===== src/blrt_pkg.sv =====
package blrt_pkg;

  // ----------------------------------------------------------------
  // data path
  // ----------------------------------------------------------------
  localparam int DATA_W = 18;
  localparam int LOG_DEPTH = 16;
  localparam int NUM_DIR = 2;
  localparam int DIR_AB = 0;
  localparam int DIR_BA = 1;

  // ----------------------------------------------------------------
  // register map (byte addresses)
  // ----------------------------------------------------------------
  localparam int ADDR_W = 8;
  localparam logic [7:0] OFF_CTRL = 8'h00;
  localparam logic [7:0] OFF_STATUS = 8'h04;
  localparam logic [7:0] OFF_AB_DATA = 8'h08;
  localparam logic [7:0] OFF_BA_DATA = 8'h0c;
  localparam logic [7:0] OFF_LOG = 8'h10;

  // ctrl fields
  localparam int CTRL_LOG_EN = 0;
  localparam int CTRL_LOG_DIR = 1;
  localparam logic [1:0] CTRL_RST = 2'h0;

  // status fields
  localparam int ST_EMPTY = 0;
  localparam int ST_FULL = 1;
  localparam int ST_OVF = 2;
  localparam int ST_FAST = 3;
  localparam int ST_AB_MODE = 4;
  localparam int ST_BA_MODE = 8;

  // log word fields
  localparam int LOG_DIR_BIT = 30;
  localparam int LOG_VALID_BIT = 31;

  // ----------------------------------------------------------------
  // types
  // ----------------------------------------------------------------
  typedef struct packed {
    logic latchEnable;
    logic clockEnableN;
    logic clock;
    logic outputEnableN;
  } blrt_dir_ctrl_s;

  typedef enum logic [2:0] {
    MODE_ISOLATION,
    MODE_TRANSPARENT,
    MODE_CLOCKED,
    MODE_LATCHED,
    MODE_INHIBIT
  } blrt_mode_e;

  typedef struct packed {
    logic dir;
    logic [DATA_W-1:0] data;
  } blrt_log_s;

endpackage


===== src/blrt_transceiver.sv =====
// ------------------------------------------------------------------
// capture log fifo
// ------------------------------------------------------------------
module blrt_fifo
  import blrt_pkg::*;
#(
  parameter int WIDTH = DATA_W + 1,
  parameter int DEPTH = LOG_DEPTH
) (
  input wire logic clk, // system clock
  input wire logic arst_n, // async reset, active low
  input wire logic inValid, // push request
  output logic inReady, // room for a word
  input wire logic [WIDTH-1:0] inData, // word to push
  output logic outValid, // word available
  input wire logic outReady, // pop request
  output logic [WIDTH-1:0] outData // head word
);
  localparam int AW = $clog2(DEPTH);

  logic [WIDTH-1:0] mem [DEPTH];
  logic [AW:0] wrPtr_q, wrPtr_d;
  logic [AW:0] rdPtr_q, rdPtr_d;
  logic push, pop;

  assign inReady = !((wrPtr_q[AW] != rdPtr_q[AW]) && (wrPtr_q[AW-1:0] == rdPtr_q[AW-1:0]));
  assign outValid = (wrPtr_q != rdPtr_q);
  assign outData = mem[rdPtr_q[AW-1:0]];

  always_comb begin
    push = inValid && inReady;
    pop = outValid && outReady;
    wrPtr_d = push ? wrPtr_q + 1'b1 : wrPtr_q;
    rdPtr_d = pop ? rdPtr_q + 1'b1 : rdPtr_q;
  end

  always_ff @(posedge clk or negedge arst_n) begin
    if (!arst_n) begin
      wrPtr_q <= '0;
      rdPtr_q <= '0;
    end else begin
      wrPtr_q <= wrPtr_d;
      rdPtr_q <= rdPtr_d;
    end
  end

  always_ff @(posedge clk) begin
    if (push) begin
      mem[wrPtr_q[AW-1:0]] <= inData;
    end
  end
endmodule

// ------------------------------------------------------------------
// transceiver top
// ------------------------------------------------------------------
module blrt_transceiver
  import blrt_pkg::*;
#(
  parameter int WIDTH = DATA_W,
  parameter int DEPTH = LOG_DEPTH
) (
  input wire logic clk, // system clock, 50 MHz
  input wire logic arst_n, // async reset, active low
  input wire logic [ADDR_W-1:0] paddr, // apb address
  input wire logic psel, // apb select
  input wire logic penable, // apb enable
  input wire logic pwrite, // apb direction
  input wire logic [31:0] pwdata, // apb write data
  output logic [31:0] prdata, // apb read data
  output logic pready, // apb ready
  output logic pslverr, // apb error
  input wire blrt_dir_ctrl_s aToBCtrl, // a-to-b controls
  input wire blrt_dir_ctrl_s bToACtrl, // b-to-a controls
  input wire logic edgeRateSelect, // b edge speed select
  input wire logic [WIDTH-1:0] aIn, // a port level
  output logic [WIDTH-1:0] aOut, // a port drive value
  output logic [WIDTH-1:0] aOeN, // a port drive enable, low drives
  input wire logic [WIDTH-1:0] bIn, // b port level
  output logic [WIDTH-1:0] bOut, // b port drive value
  output logic [WIDTH-1:0] bOeN, // b port drive enable, low drives
  output logic bFastEdge, // b port fast edges
  output logic logReady // capture log can accept
);

  // ----------------------------------------------------------------
  // helpers
  // ----------------------------------------------------------------
  function automatic blrt_mode_e modeOf(input blrt_dir_ctrl_s c);
    if (c.outputEnableN) begin
      return MODE_ISOLATION;
    end else if (c.latchEnable) begin
      return MODE_TRANSPARENT;
    end else if (c.clockEnableN) begin
      return MODE_INHIBIT;
    end
    return c.clock ? MODE_LATCHED : MODE_CLOCKED;
  endfunction

  // ----------------------------------------------------------------
  // per-direction storage
  // ----------------------------------------------------------------
  blrt_dir_ctrl_s ctrl [NUM_DIR];
  logic [WIDTH-1:0] src [NUM_DIR];
  logic [WIDTH-1:0] store_q [NUM_DIR];
  logic [WIDTH-1:0] storeNext [NUM_DIR];
  logic oeN_q [NUM_DIR];
  logic capture [NUM_DIR];

  assign ctrl[DIR_AB] = aToBCtrl;
  assign ctrl[DIR_BA] = bToACtrl;
  assign src[DIR_AB] = aIn;
  assign src[DIR_BA] = bIn;

  for (genvar d = 0; d < NUM_DIR; d++) begin : g_dir
    logic [WIDTH-1:0] store_d;
    logic clkPrev_q, clkPrev_d;
    logic lePrev_q, lePrev_d;
    logic oeN_d;
    logic clkRise, leFall;

    // next stored word, also seen by the capture log
    assign storeNext[d] = store_d;

    always_comb begin
      clkRise = ctrl[d].clock && !clkPrev_q;
      leFall = lePrev_q && !ctrl[d].latchEnable;
      clkPrev_d = ctrl[d].clock;
      lePrev_d = ctrl[d].latchEnable;
      oeN_d = ctrl[d].outputEnableN;
      if (ctrl[d].latchEnable) begin
        store_d = src[d];
      end else if (!ctrl[d].clockEnableN && clkRise) begin
        store_d = src[d];
      end else begin
        store_d = store_q[d];
      end
      capture[d] = leFall || (!ctrl[d].latchEnable && !ctrl[d].clockEnableN && clkRise);
    end

    always_ff @(posedge clk or negedge arst_n) begin
      if (!arst_n) begin
        store_q[d] <= '0;
        clkPrev_q <= 1'b0;
        lePrev_q <= 1'b0;
        oeN_q[d] <= 1'b1;
      end else begin
        store_q[d] <= store_d;
        clkPrev_q <= clkPrev_d;
        lePrev_q <= lePrev_d;
        oeN_q[d] <= oeN_d;
      end
    end
  end

  // ----------------------------------------------------------------
  // port drive
  // ----------------------------------------------------------------
  logic fast_q;

  assign bOut = store_q[DIR_AB];
  assign bOeN = {WIDTH{oeN_q[DIR_AB]}};
  assign aOut = store_q[DIR_BA];
  assign aOeN = {WIDTH{oeN_q[DIR_BA]}};
  assign bFastEdge = fast_q;

  always_ff @(posedge clk or negedge arst_n) begin
    if (!arst_n) begin
      fast_q <= 1'b0;
    end else begin
      fast_q <= edgeRateSelect;
    end
  end

  // ----------------------------------------------------------------
  // capture log
  // ----------------------------------------------------------------
  logic [1:0] ctrlReg_q, ctrlReg_d;
  logic ovf_q, ovf_d;
  logic pushValid, popReady, headValid;
  blrt_log_s pushWord, headWord;
  logic logDir;

  always_comb begin
    logDir = ctrlReg_q[CTRL_LOG_DIR];
    pushValid = ctrlReg_q[CTRL_LOG_EN] && capture[logDir];
    pushWord.dir = logDir;
    pushWord.data = logDir ? storeNext[DIR_BA] : storeNext[DIR_AB];
  end

  blrt_fifo #(
    .WIDTH($bits(blrt_log_s)),
    .DEPTH(DEPTH)
  ) u_log (
    .clk(clk),
    .arst_n(arst_n),
    .inValid(pushValid),
    .inReady(logReady),
    .inData(pushWord),
    .outValid(headValid),
    .outReady(popReady),
    .outData(headWord)
  );

  // ----------------------------------------------------------------
  // apb slave
  // ----------------------------------------------------------------
  logic access, wrAccess, rdAccess, mapped;
  logic [31:0] rdMux;

  // ----------------------------------------------------------------
  // address decode
  // ----------------------------------------------------------------
  function automatic logic addrMapped(input logic [ADDR_W-1:0] a);
    case (a)
      OFF_CTRL, OFF_STATUS, OFF_AB_DATA, OFF_BA_DATA, OFF_LOG: begin
        return 1'b1;
      end
      default: return 1'b0;
    endcase
  endfunction

  // zero wait states
  assign pready = 1'b1;

  always_comb begin
    access = psel && penable;
    wrAccess = access && pwrite;
    rdAccess = access && !pwrite;
    mapped = addrMapped(paddr);
    popReady = rdAccess && (paddr == OFF_LOG);
    ctrlReg_d = ctrlReg_q;
    if (wrAccess && paddr == OFF_CTRL) begin
      ctrlReg_d = pwdata[1:0];
    end
    ovf_d = ovf_q;
    if (wrAccess && paddr == OFF_STATUS && pwdata[ST_OVF]) begin
      ovf_d = 1'b0;
    end
    // new overflow wins over a clear
    if (pushValid && !logReady) begin
      ovf_d = 1'b1;
    end
    // read mux
    rdMux = 32'h0;
    case (paddr)
      OFF_CTRL: rdMux[1:0] = ctrlReg_q;
      OFF_STATUS: begin
        rdMux[ST_EMPTY] = !headValid;
        rdMux[ST_FULL] = !logReady;
        rdMux[ST_OVF] = ovf_q;
        rdMux[ST_FAST] = fast_q;
        rdMux[ST_AB_MODE +: 3] = modeOf(aToBCtrl);
        rdMux[ST_BA_MODE +: 3] = modeOf(bToACtrl);
      end
      OFF_AB_DATA: rdMux[WIDTH-1:0] = store_q[DIR_AB];
      OFF_BA_DATA: rdMux[WIDTH-1:0] = store_q[DIR_BA];
      OFF_LOG: begin
        if (headValid) begin
          rdMux[WIDTH-1:0] = headWord.data;
          rdMux[LOG_DIR_BIT] = headWord.dir;
          rdMux[LOG_VALID_BIT] = 1'b1;
        end
      end
      default: rdMux = 32'h0;
    endcase
    prdata = rdAccess ? rdMux : 32'h0;
    pslverr = access && !mapped;
  end

  always_ff @(posedge clk or negedge arst_n) begin
    if (!arst_n) begin
      ctrlReg_q <= CTRL_RST;
      ovf_q <= 1'b0;
    end else begin
      ctrlReg_q <= ctrlReg_d;
      ovf_q <= ovf_d;
    end
  end

endmodule


===== config.mk =====
export PLATFORM = sky130hd
export DESIGN_NAME = blrt_transceiver
export DESIGN_NICKNAME = d
export VERILOG_FILES = /design/src/blrt_pkg.sv /design/src/blrt_transceiver.sv
export SDC_FILE = /design/constraint.sdc
export NUM_CORES = 1
export LEC_CHECK = 0
export ABC_AREA = 0
export BUFFER_PORTS_ARGS = -buffer_cell sky130_fd_sc_hd__clkbuf_2
export CAP_MARGIN = 10
export CELL_PAD_IN_SITES_DETAIL_PLACEMENT = 0
export CELL_PAD_IN_SITES_GLOBAL_PLACEMENT = 1
export CORE_ASPECT_RATIO = 0.8
export CORE_UTILIZATION = 40
export DETAILED_ROUTE_END_ITERATION = 10
export HOLD_SLACK_MARGIN = 0.05
export PLACE_DENSITY_LB_ADDON = 0.1
export SYNTH_ARGS = -nofsm -noshare
export SYNTH_HDL_FRONTEND = slang
export SYNTH_SLANG_ARGS = --single-unit
export TNS_END_PERCENT = 30

===== constraint.sdc =====
create_clock -name clk -period 6.4 [get_ports clk]
set_input_delay 1.28 -clock clk [delete_from_list [all_inputs] [get_ports clk]]
set_output_delay 1.28 -clock clk [all_outputs]
set_load 0.01 [all_outputs]

==> results.md, run 1 <==
- Status: complete, but fails checks
- Failing checks: design-rule violations
- Register area: 0.01054 mm2
- DP HPWL: 23,690 um
- Worst-path clk slew: 60 ps
- RSZ-0062 raised after global routing: no
- IO Port Bufs: 155
- Main combinational cell family by area after synthesis: multiplexers
- Root Driver: clkbuf_16
- Final nets: 1,103
- Die Y: 176.6 um
- CP Class: reg -> out
- Die width: 220.3 um
- Share of post-route cells with drive strength above 1: 0.3571
- Longest Clk Path Bufs: 3
- Syn Inst Count: 870
- Adder and majority gate portion of the synthesized area: 0.004103
- Power per cell area: 285.0 mW/mm2
- WL final: 38,300 um
- Core area: 0.03728 mm2
- Reg2Reg Depth: 6
- Vias in the first global route: 8,014
- Combinational share of power: 0.058
- Vias: 8,169
- Sw Ratio: 0.2197
- Worst-path cell chain: xor2_1, nor4_4, a211oi_2, and3_1, a22o_1, clkbuf_2
- Hold path cells: 2
- Area growth syn-to-layout: 13.82%
- # IOs: 198
- Final count of negative-setup-slack endpoints: 0
- Clock power share: 0.408
- Post-Syn Area: 0.01525 mm2
- Synth cell types: 57
- Final Wtd Congestion: 0.7764
- CTS Sinks: 360
- Clk_skew: 18.40 ps
- Pins Over Slew Limit: 0
- Crit path max fanout: 45
- ANT nets after route: 0
- Reg2reg end: u_log.mem[9][9]
- Tot GR Track Use: 0.1988
- FP Rows: 63
- # fillers: 3,252
- Peak VDD IR: 0.1691 mV
- CTS tree: built
- Delay-heaviest family, CP: flip-flops
- Register area share after synthesis: 0.6908
- R2R Setup Slk: 2810 ps
- Die area: 0.03891 mm2
- Actual slew at the worst max-slew pin: 1307 ps
- Antenna diode count: 0
- Crit start category: flop
- Initial antenna violation count: 0
- YS warnings: 0
- Htree depth: 2
- Post-synthesis register bit count: 360
- Critical path buffers and inverters: 1
- CTS buffer count: 38
- EDFF count, synth: 304
- Cts repair resizes: 0
- Worst slew margin: 0.1271
- Data arrival time of the worst path: 3560 ps
- Ys flop type: edfxtp_1
- CP endpoint kind: output port
- Crit path time final: 4836 ps
- Worst hold path endpoint: ovf_q
- Required time worst endpoint: 5120 ps
- RR Startpoint: u_log.rdPtr_q[1]
- FMAX: 206.8 MHz
- DRC viols: 30
- GRT overflow: 0
- Slowest Stage Delay on Critical Path: 1140 ps
- Iter 0 DRT Violations: 756
- Hold_buf cts: 0
- Final hold violation count: 0
- Area of the multi-input gates: 0.004091 mm2
- Starting Density: 0.4089
- Final TNS setup: 0 ps
- Finished Layout Cells: 1,523
- Clock Latency Late Sink: 530 ps
- Share of flip-flops with an asynchronous set or reset: 0.1556
- Hold wc startpoint: ovf_q
- Flop pwr share: 0.534
- DR vias/cell: 5.364
- Largest net degree at the start of global routing: 48
- Post-synthesis mux area share: 0.1678
- Hold Crit Class: reg -> reg
- Crit path max-delay cell type: dfrtp_2
- Net Switching: 1.086 mW
- Cell Int Power: 3.859 mW
- Xor-xnor portion of the synthesized cell area: 0.008534
- Post-CTS setup buffers: 0
- Drt pass-1 iters: 8
- Post-synthesis area per instance: 17.53 um2
- Number of max-cap violations: 0
- Dpl cells: 1,455
- Leak: 6.123 nW
- Period utilization: 0.7556
- Global-route wire length before repair: 54,950 um
- Avg WL per Cell: 25.15 um
- Compound-Gate Fraction of Synth Area: 0.03988
- Simple-gate share of the synthesized area: 0.04423
kinds of logic after synthesis:
logic type	after synthesis
buf+inv	101
fa+ha+maj	5
mux	175
xor+xnor	14
simple gates	127
other cells	2
compound gates	86
flops	360
cell usage after synthesis (3+ instances only):
| library cell | count | share of area |
|---|---|---|
| buf_4 | 54 | 0.027 |
| a21oi_1 | 24 | 0.0079 |
| nor3_1 | 9 | 0.0030 |
| dfrtp_1 | 54 | 0.089 |
| ha_1 | 5 | 0.0041 |
| nor2b_1 | 3 | 0.0012 |
| nand2_1 | 52 | 0.013 |
| mux2_2 | 65 | 0.048 |
| nor2_1 | 10 | 0.0025 |
| a22oi_1 | 14 | 0.0069 |
| and3b_1 | 5 | 0.0029 |
| inv_1 | 10 | 0.0025 |
| clkbuf_1 | 5 | 0.0012 |
| buf_2 | 16 | 0.0053 |
| buf_8 | 5 | 0.0049 |
| o22ai_1 | 14 | 0.0057 |
| xnor2_1 | 6 | 0.0034 |
| xor2_1 | 7 | 0.0040 |
| o21ai_0 | 4 | 0.0013 |
| mux2i_1 | 52 | 0.034 |
| and3_1 | 21 | 0.0086 |
| edfxtp_1 | 304 | 0.60 |
| buf_1 | 8 | 0.0020 |
| nor3b_1 | 6 | 0.0030 |
| a22o_1 | 3 | 0.0017 |
| mux4_2 | 58 | 0.086 |
| a221oi_1 | 4 | 0.0023 |
| nand3_1 | 8 | 0.0026 |
| o311ai_1 | 4 | 0.0023 |
| a2bb2oi_1 | 4 | 0.0023 |
power groups by stage:
stage / Clock, mW / Combinational (mW) / Sequential [mW]
2_1_floorplan: 0 / 0.175 / 2.69
3_3_place_gp: 0 / 0.290 / 2.69
3_5_place_dp: 0 / 0.291 / 2.69
4_1_cts: 2.07 / 0.291 / 2.64
5_1_grt: 2.15 / 0.318 / 2.64
6_report: 2.02 / 0.288 / 2.64
layer usage:
metal / track usage / part of all wire / up-vias
met5: 0 / 0 / -
met1: 0.3016 / 0.48 / 4217
met3: 0.03591 / 0.063 / 52
li1: - / - / 3651
met2: 0.2968 / 0.44 / 249
met4: 0.04540 / 0.017 / 0
tightest hold or removal path: stages, from the launching register on:
cell and delay [ps]:
dfrtp_1 340, o21ai_0 80, o21ai_0 70
through the flow:
step	utilization	worst slack, ps	power, mW	area, um2	hold WS [ps]
after floorplan	-	2418	2.863	15290	469.8
after global placement	0.4354	1725	2.977	16230	511.6
after detailed placement	0.4354	1683	2.979	16230	509.2
after CTS	0.4655	1548	4.997	17350	522.9
after global routing	0.4655	1354	5.115	17350	556.3
final	0.4655	1564	4.945	17350	526.0
area by class of cell:
class | count | share of cell area
multi-input cells | 420 | 0.2358
clock buffers | 54 | 0.06063
clock inverters | 14 | 0.003893
repair buffers | 177 | 0.05494
flip-flops and latches | 360 | 0.6073
inverters | 11 | 0.002379
well taps | 487 | 0.03511
how the worst max path moves through the flow:
| stage | endpoint | slack [ps] | start | cells after the start |
|---|---|---|---|---|
| after global placement | prdata[9] | 1720 | paddr[2] | 7 |
| after global routing | prdata[0] | 1350 | u_log.rdPtr_q[1] | 6 |
| after floorplan | u_log.mem[3][0] | 2420 | bToACtrl[2] | 6 |
| final | prdata[0] | 1560 | u_log.rdPtr_q[1] | 6 |
| after detailed placement | prdata[9] | 1680 | paddr[2] | 7 |
| after CTS | prdata[0] | 1550 | u_log.rdPtr_q[1] | 6 |
sequential cells by signal, summed over array words and instances (netlist names):
signal and count:
ctrlReg_q 2, ovf_q 1, bOut 18, aOeN 1, u_log.mem 304, g_dir.clkPrev_q 2, g_dir.lePrev_q 2, bFastEdge 1
aOut 18, bOeN 1, u_log.rdPtr_q 5, u_log.wrPtr_q 5
cell usage in the layout (no fill, tap or decap), types with 3 or more instances in the layout:
| master | n |
|---|---|
| o21ai_0 | 4 |
| clkinv_2 | 5 |
| a21oi_1 | 24 |
| nor2_1 | 10 |
| xnor2_1 | 6 |
| a22oi_1 | 14 |
| mux2i_1 | 52 |
| a2bb2oi_1 | 4 |
| o311ai_1 | 4 |
| nand2_1 | 52 |
| buf_4 | 21 |
| nor3b_1 | 6 |
| nor3_1 | 8 |
| a221oi_1 | 4 |
| and3b_1 | 5 |
| inv_1 | 10 |
| mux4_2 | 58 |
| and3_2 | 3 |
| o22ai_1 | 14 |
| conb_1 | 13 |
| dfrtp_1 | 51 |
| mux2_2 | 65 |
| clkbuf_2 | 154 |
| edfxtp_1 | 304 |
| nand3_1 | 8 |
| and3_1 | 18 |
| clkbuf_16 | 39 |
| nor3_2 | 3 |
| ha_1 | 5 |
| xor2_1 | 7 |
| clkinv_1 | 7 |
| a22o_1 | 3 |
| nor2b_1 | 3 |
| clkbuf_1 | 13 |
No activity file was read; power rests on OpenSTA's default activity.
==> run 2, diff against run 1 <==
- ABC_AREA: 0 -> 1
- clock period: 6.4 -> 4.85 ns (I/O delays scaled with it)
==> run 2 against run 1 <==
The flow now finishes without violations; die area up 7.1%; global-route usage up 0.23 points; non-clock buffer count up 37; synthesized cell count up 89%; register-to-register slack worse by 790 ps; clock skew down 2.8 ps; via count up 36%; cell count up 54%; power up 37%; core utilization up 0.72 points; critical path depth up 5; combinational power up 55%; largest power group unchanged.
==> results.md, run 2 <==
- Core area: 0.03985 mm2 (+6.9%)
- Worst slew margin: 0.3290 (+0.2019)
- Longest Clk Path Bufs: 3 (unchanged)
- Pins Over Slew Limit: 0 (unchanged)
- Worst path depth: 11 (+5)
- Avg WL per Cell: 17.91 um (-29%)
- Sw Ratio: 0.2238 (+0.004108)
- Reg2Reg Depth: 8 (+2)
- Post-CTS setup buffers: 0 (unchanged)
- Share of flip-flops with an asynchronous set or reset: 0.1556 (unchanged)
- Clock power share: 0.423 (+0.015)
- Syn Inst Count: 1,643 (+89%)
- Clk_skew: 15.62 ps (-2.778 ps)
- Area growth syn-to-layout: 15.22%
- DR vias/cell: 4.737 (-12%)
- Final instance area: 0.01883 mm2 (+8.5%)
- Final TNS setup: 0 ps (unchanged)
- RSZ-0062 raised after global routing: no
- Largest cells by area after synthesis: edfxtp_1 (56%), nand2_1 (13%), dfrtp_1 (8.3%)
- Commonest non-fill, non-tap cell in the layout: nand2_1
- Post-Syn Area: 0.01635 mm2 (+7.2%)
- Max reg flops: 304 (unchanged)
- Simple-gate share of the synthesized area: 0.2110 (+0.1668)
- Status: finished, final reports clean
- Drt pass-1 iters: 5 (-3)
- Root Driver: clkbuf_16
- Most frequent cells in the layout: nand2_1 (556), edfxtp_1 (304), inv_1 (190)
- Die area: 0.04168 mm2 (+7.1%)
- Required time worst endpoint: 3880 ps (-1240 ps)
- Crit path time final: 4151 ps
- Ys flop type: edfxtp_1
- Cts repair resizes: 0 (unchanged)
- Antenna diode count: 0 (unchanged)
- Register area share after synthesis: 0.6444 (-0.04643)
- Final nets: 1,883 (+71%)
- Crit path max-delay cell type: dfrtp_4
- Slowest Stage Delay on Critical Path: 730 ps (-410 ps)
- Post-synthesis register bit count: 360 (unchanged)
- Finished Layout Cells: 2,351 (+54%)
- Number of max-cap violations: 0 (unchanged)
- Final hold violation count: 0 (unchanged)
- Post-synth top area share: 0.5585 (-0.04024)
- GRT met3 Usage: 0.02550 (-0.01041)
- DP Area: 0.01762 mm2 (+8.5%)
- CP Class: reg -> out
- Vias: 11,137 (+36%)
- YS warnings: 0 (unchanged)
- Starting Density: 0.4102 (+0.001233)
- Most common cell in the netlist: nand2_1
- DRC viols: 0 (-100%)
- Global-route wire length before repair: 63,760 um (+16%)
- Initial antenna violation count: 0 (unchanged)
- Actual slew at the worst max-slew pin: 1007 ps (-300.1 ps)
- Combinational share of power: 0.066 (+0.008)
- Post-synthesis area per instance: 9.949 um2 (-43%)
- FP Rows: 65 (+3.2%)
- DP HPWL: 26,640 um (+12%)
- Yosys top cell by area: edfxtp_1
- Peak VDD IR: 0.2990 mV (+77%)
- Final Wtd Congestion: 0.7845 (+1.0%)
- Data arrival time of the worst path: 3180 ps (-380 ps)
- Compound-Gate Fraction of Synth Area: 0.03766 (-0.002221)
- Met2 GRT Util: 0.3391 (+0.04239)
- CTS buffer count: 39 (+2.6%)
- Delay-heaviest family, CP: buffers and inverters
- Hold_buf cts: 0 (unchanged)
- WL final: 42,100 um (+9.9%)
- # IOs: 198 (unchanged)
- Largest net degree at the start of global routing: 82 (+71%)
- Crit path max fanout: 50 (+11%)
- # fillers: 3,829 (+18%)
- Leak: 7.924 nW (+29%)
- CTS tree: built
- CTS Sinks: 360 (unchanged)
- Period utilization: 0.8559
- Xor-xnor portion of the synthesized cell area: 0.004822 (-0.003712)
- EDFF count, synth: 304 (unchanged)
- Adder and majority gate portion of the synthesized area: 0.003827 (-0.0002758)
- Worst-path clk slew: 60 ps (about the same)
- Synth cell types: 36 (-37%)
- Hold Crit Class: in -> async
- CP most frequent cell: nand2_1
- Die width: 228.0 um (+3.5%)
- Crit start category: flop
- Iter 0 DRT Violations: 554 (-27%)
- CP endpoint kind: output port
- Grt peak-use layer: met2
- Synth top cells by count: nand2_1 (556), edfxtp_1 (304), inv_1 (190)
- Dpl cells: 2,283 (+57%)
- Tot GR Track Use: 0.2011 (+0.002336)
- Final count of negative-setup-slack endpoints: 0 (unchanged)
- Share of post-route cells with drive strength above 1: 0.1741 (-0.1830)
- Clock Latency Late Sink: 530 ps (about the same)
- Cell Int Power: 5.272 mW (+37%)
- IO Port Bufs: 155 (unchanged)
- Die Y: 182.8 um (+3.5%)
- FMAX: 240.9 MHz
- Main combinational cell family by area after synthesis: simple AND/OR/NAND/NOR gates
- GRT overflow: 0 (unchanged)
- Net Switching: 1.520 mW (+40%)
- Flop pwr share: 0.512 (-0.022)
- Critical path buffers and inverters: 3 (+2)
- Vias in the first global route: 10,638 (+33%)
- Power per cell area: 360.6 mW/mm2 (+27%)
- M1 GR Usage: 0.2758 (-0.02583)
- Post-synthesis mux area share: 0.005511 (-0.1623)
- ANT nets after route: 0 (unchanged)
- Htree depth: 2 (unchanged)
- Worst-path cell chain: inv_4, buf_4, nand2_1, nand3_1, nand2_1, nand2_1, nand2_1, nor2_1, nand2_1, a21oi_1, clkbuf_2
==> run 2: path summary, 6_finish.rpt <==
check,from,to,slack [ps]
max in group asynchronous,arst_n,ctrlReg_q[1],3400
max,u_log.rdPtr_q[0],prdata[17],700
min reg2reg,u_log.wrPtr_q[4],u_log.wrPtr_q[4],550
max reg2reg,u_log.rdPtr_q[0],u_log.mem[6][7],2020
min,arst_n,aOut[6],510
min in group clk,u_log.wrPtr_q[4],u_log.wrPtr_q[4],550
==> run 2: final cells by class <==
| type | instances | area [um2] | area share |
|---|---|---|---|
| clock inverters | 16 | 151.4 | 0.008038 |
| multi-input cells | 978 | 4423 | 0.2348 |
| repair buffers | 214 | 1244 | 0.06603 |
| well taps | 536 | 670.6 | 0.03561 |
| inverters | 195 | 737.0 | 0.03913 |
| clock buffers | 52 | 1067 | 0.05667 |
| flip-flops and latches | 360 | 10540 | 0.5597 |
==> run 2: per-stage QoR <==
step                utilization  power (mW)  hold slack (ps)  worst slack, ps
finish                   0.4726       6.792            514.5            698.7
global route             0.4726       7.032            531.8            497.5
CTS                      0.4726       6.878            519.5            580.4
detailed placement       0.4420       3.994            528.7             1158
global placement         0.4420       3.989            531.1             1158
floorplan                     -       3.798            467.7             1324
==> run 2: cell families (layout without fill, tap and decap cells) <==
family / count (synthesis) / count (layout)
DFF: 360 / 360
xor gates and xnor gates: 9 / 9
buffers and inverters: 316 / 477
and+or+nand+nor: 824 / 824
muxes: 8 / 8
adders and majority gates: 5 / 5
other: 2 / 13
AOI/OAI and AO/OA: 119 / 119
==> run 2: worst register-to-register path, stage by stage, from the launching register on <==
cell	delay, ps
dfrtp_4	730
inv_4	560
nand2_1	120
nand2_1	130
nor2_4	70
nand3_4	120
nand2_4	200
nor3_2	310
buf_4	300
==> run 2: power by group through the flow <==
stage          Combinational (mW)  Clock, mW  Sequential (mW)
4_1_cts                     0.455       2.95             3.48
3_5_place_dp                0.454          0             3.54
3_3_place_gp                0.451          0             3.54
5_1_grt                     0.496       3.06             3.48
2_1_floorplan               0.257          0             3.54
6_report                    0.445       2.87             3.48
==> run 2: metal layers <==
metal  share of wire  vias up
met5               0        -
met2            0.49      142
met3           0.027       57
met1            0.46     5337
met4           0.021        0
li1                -     5601
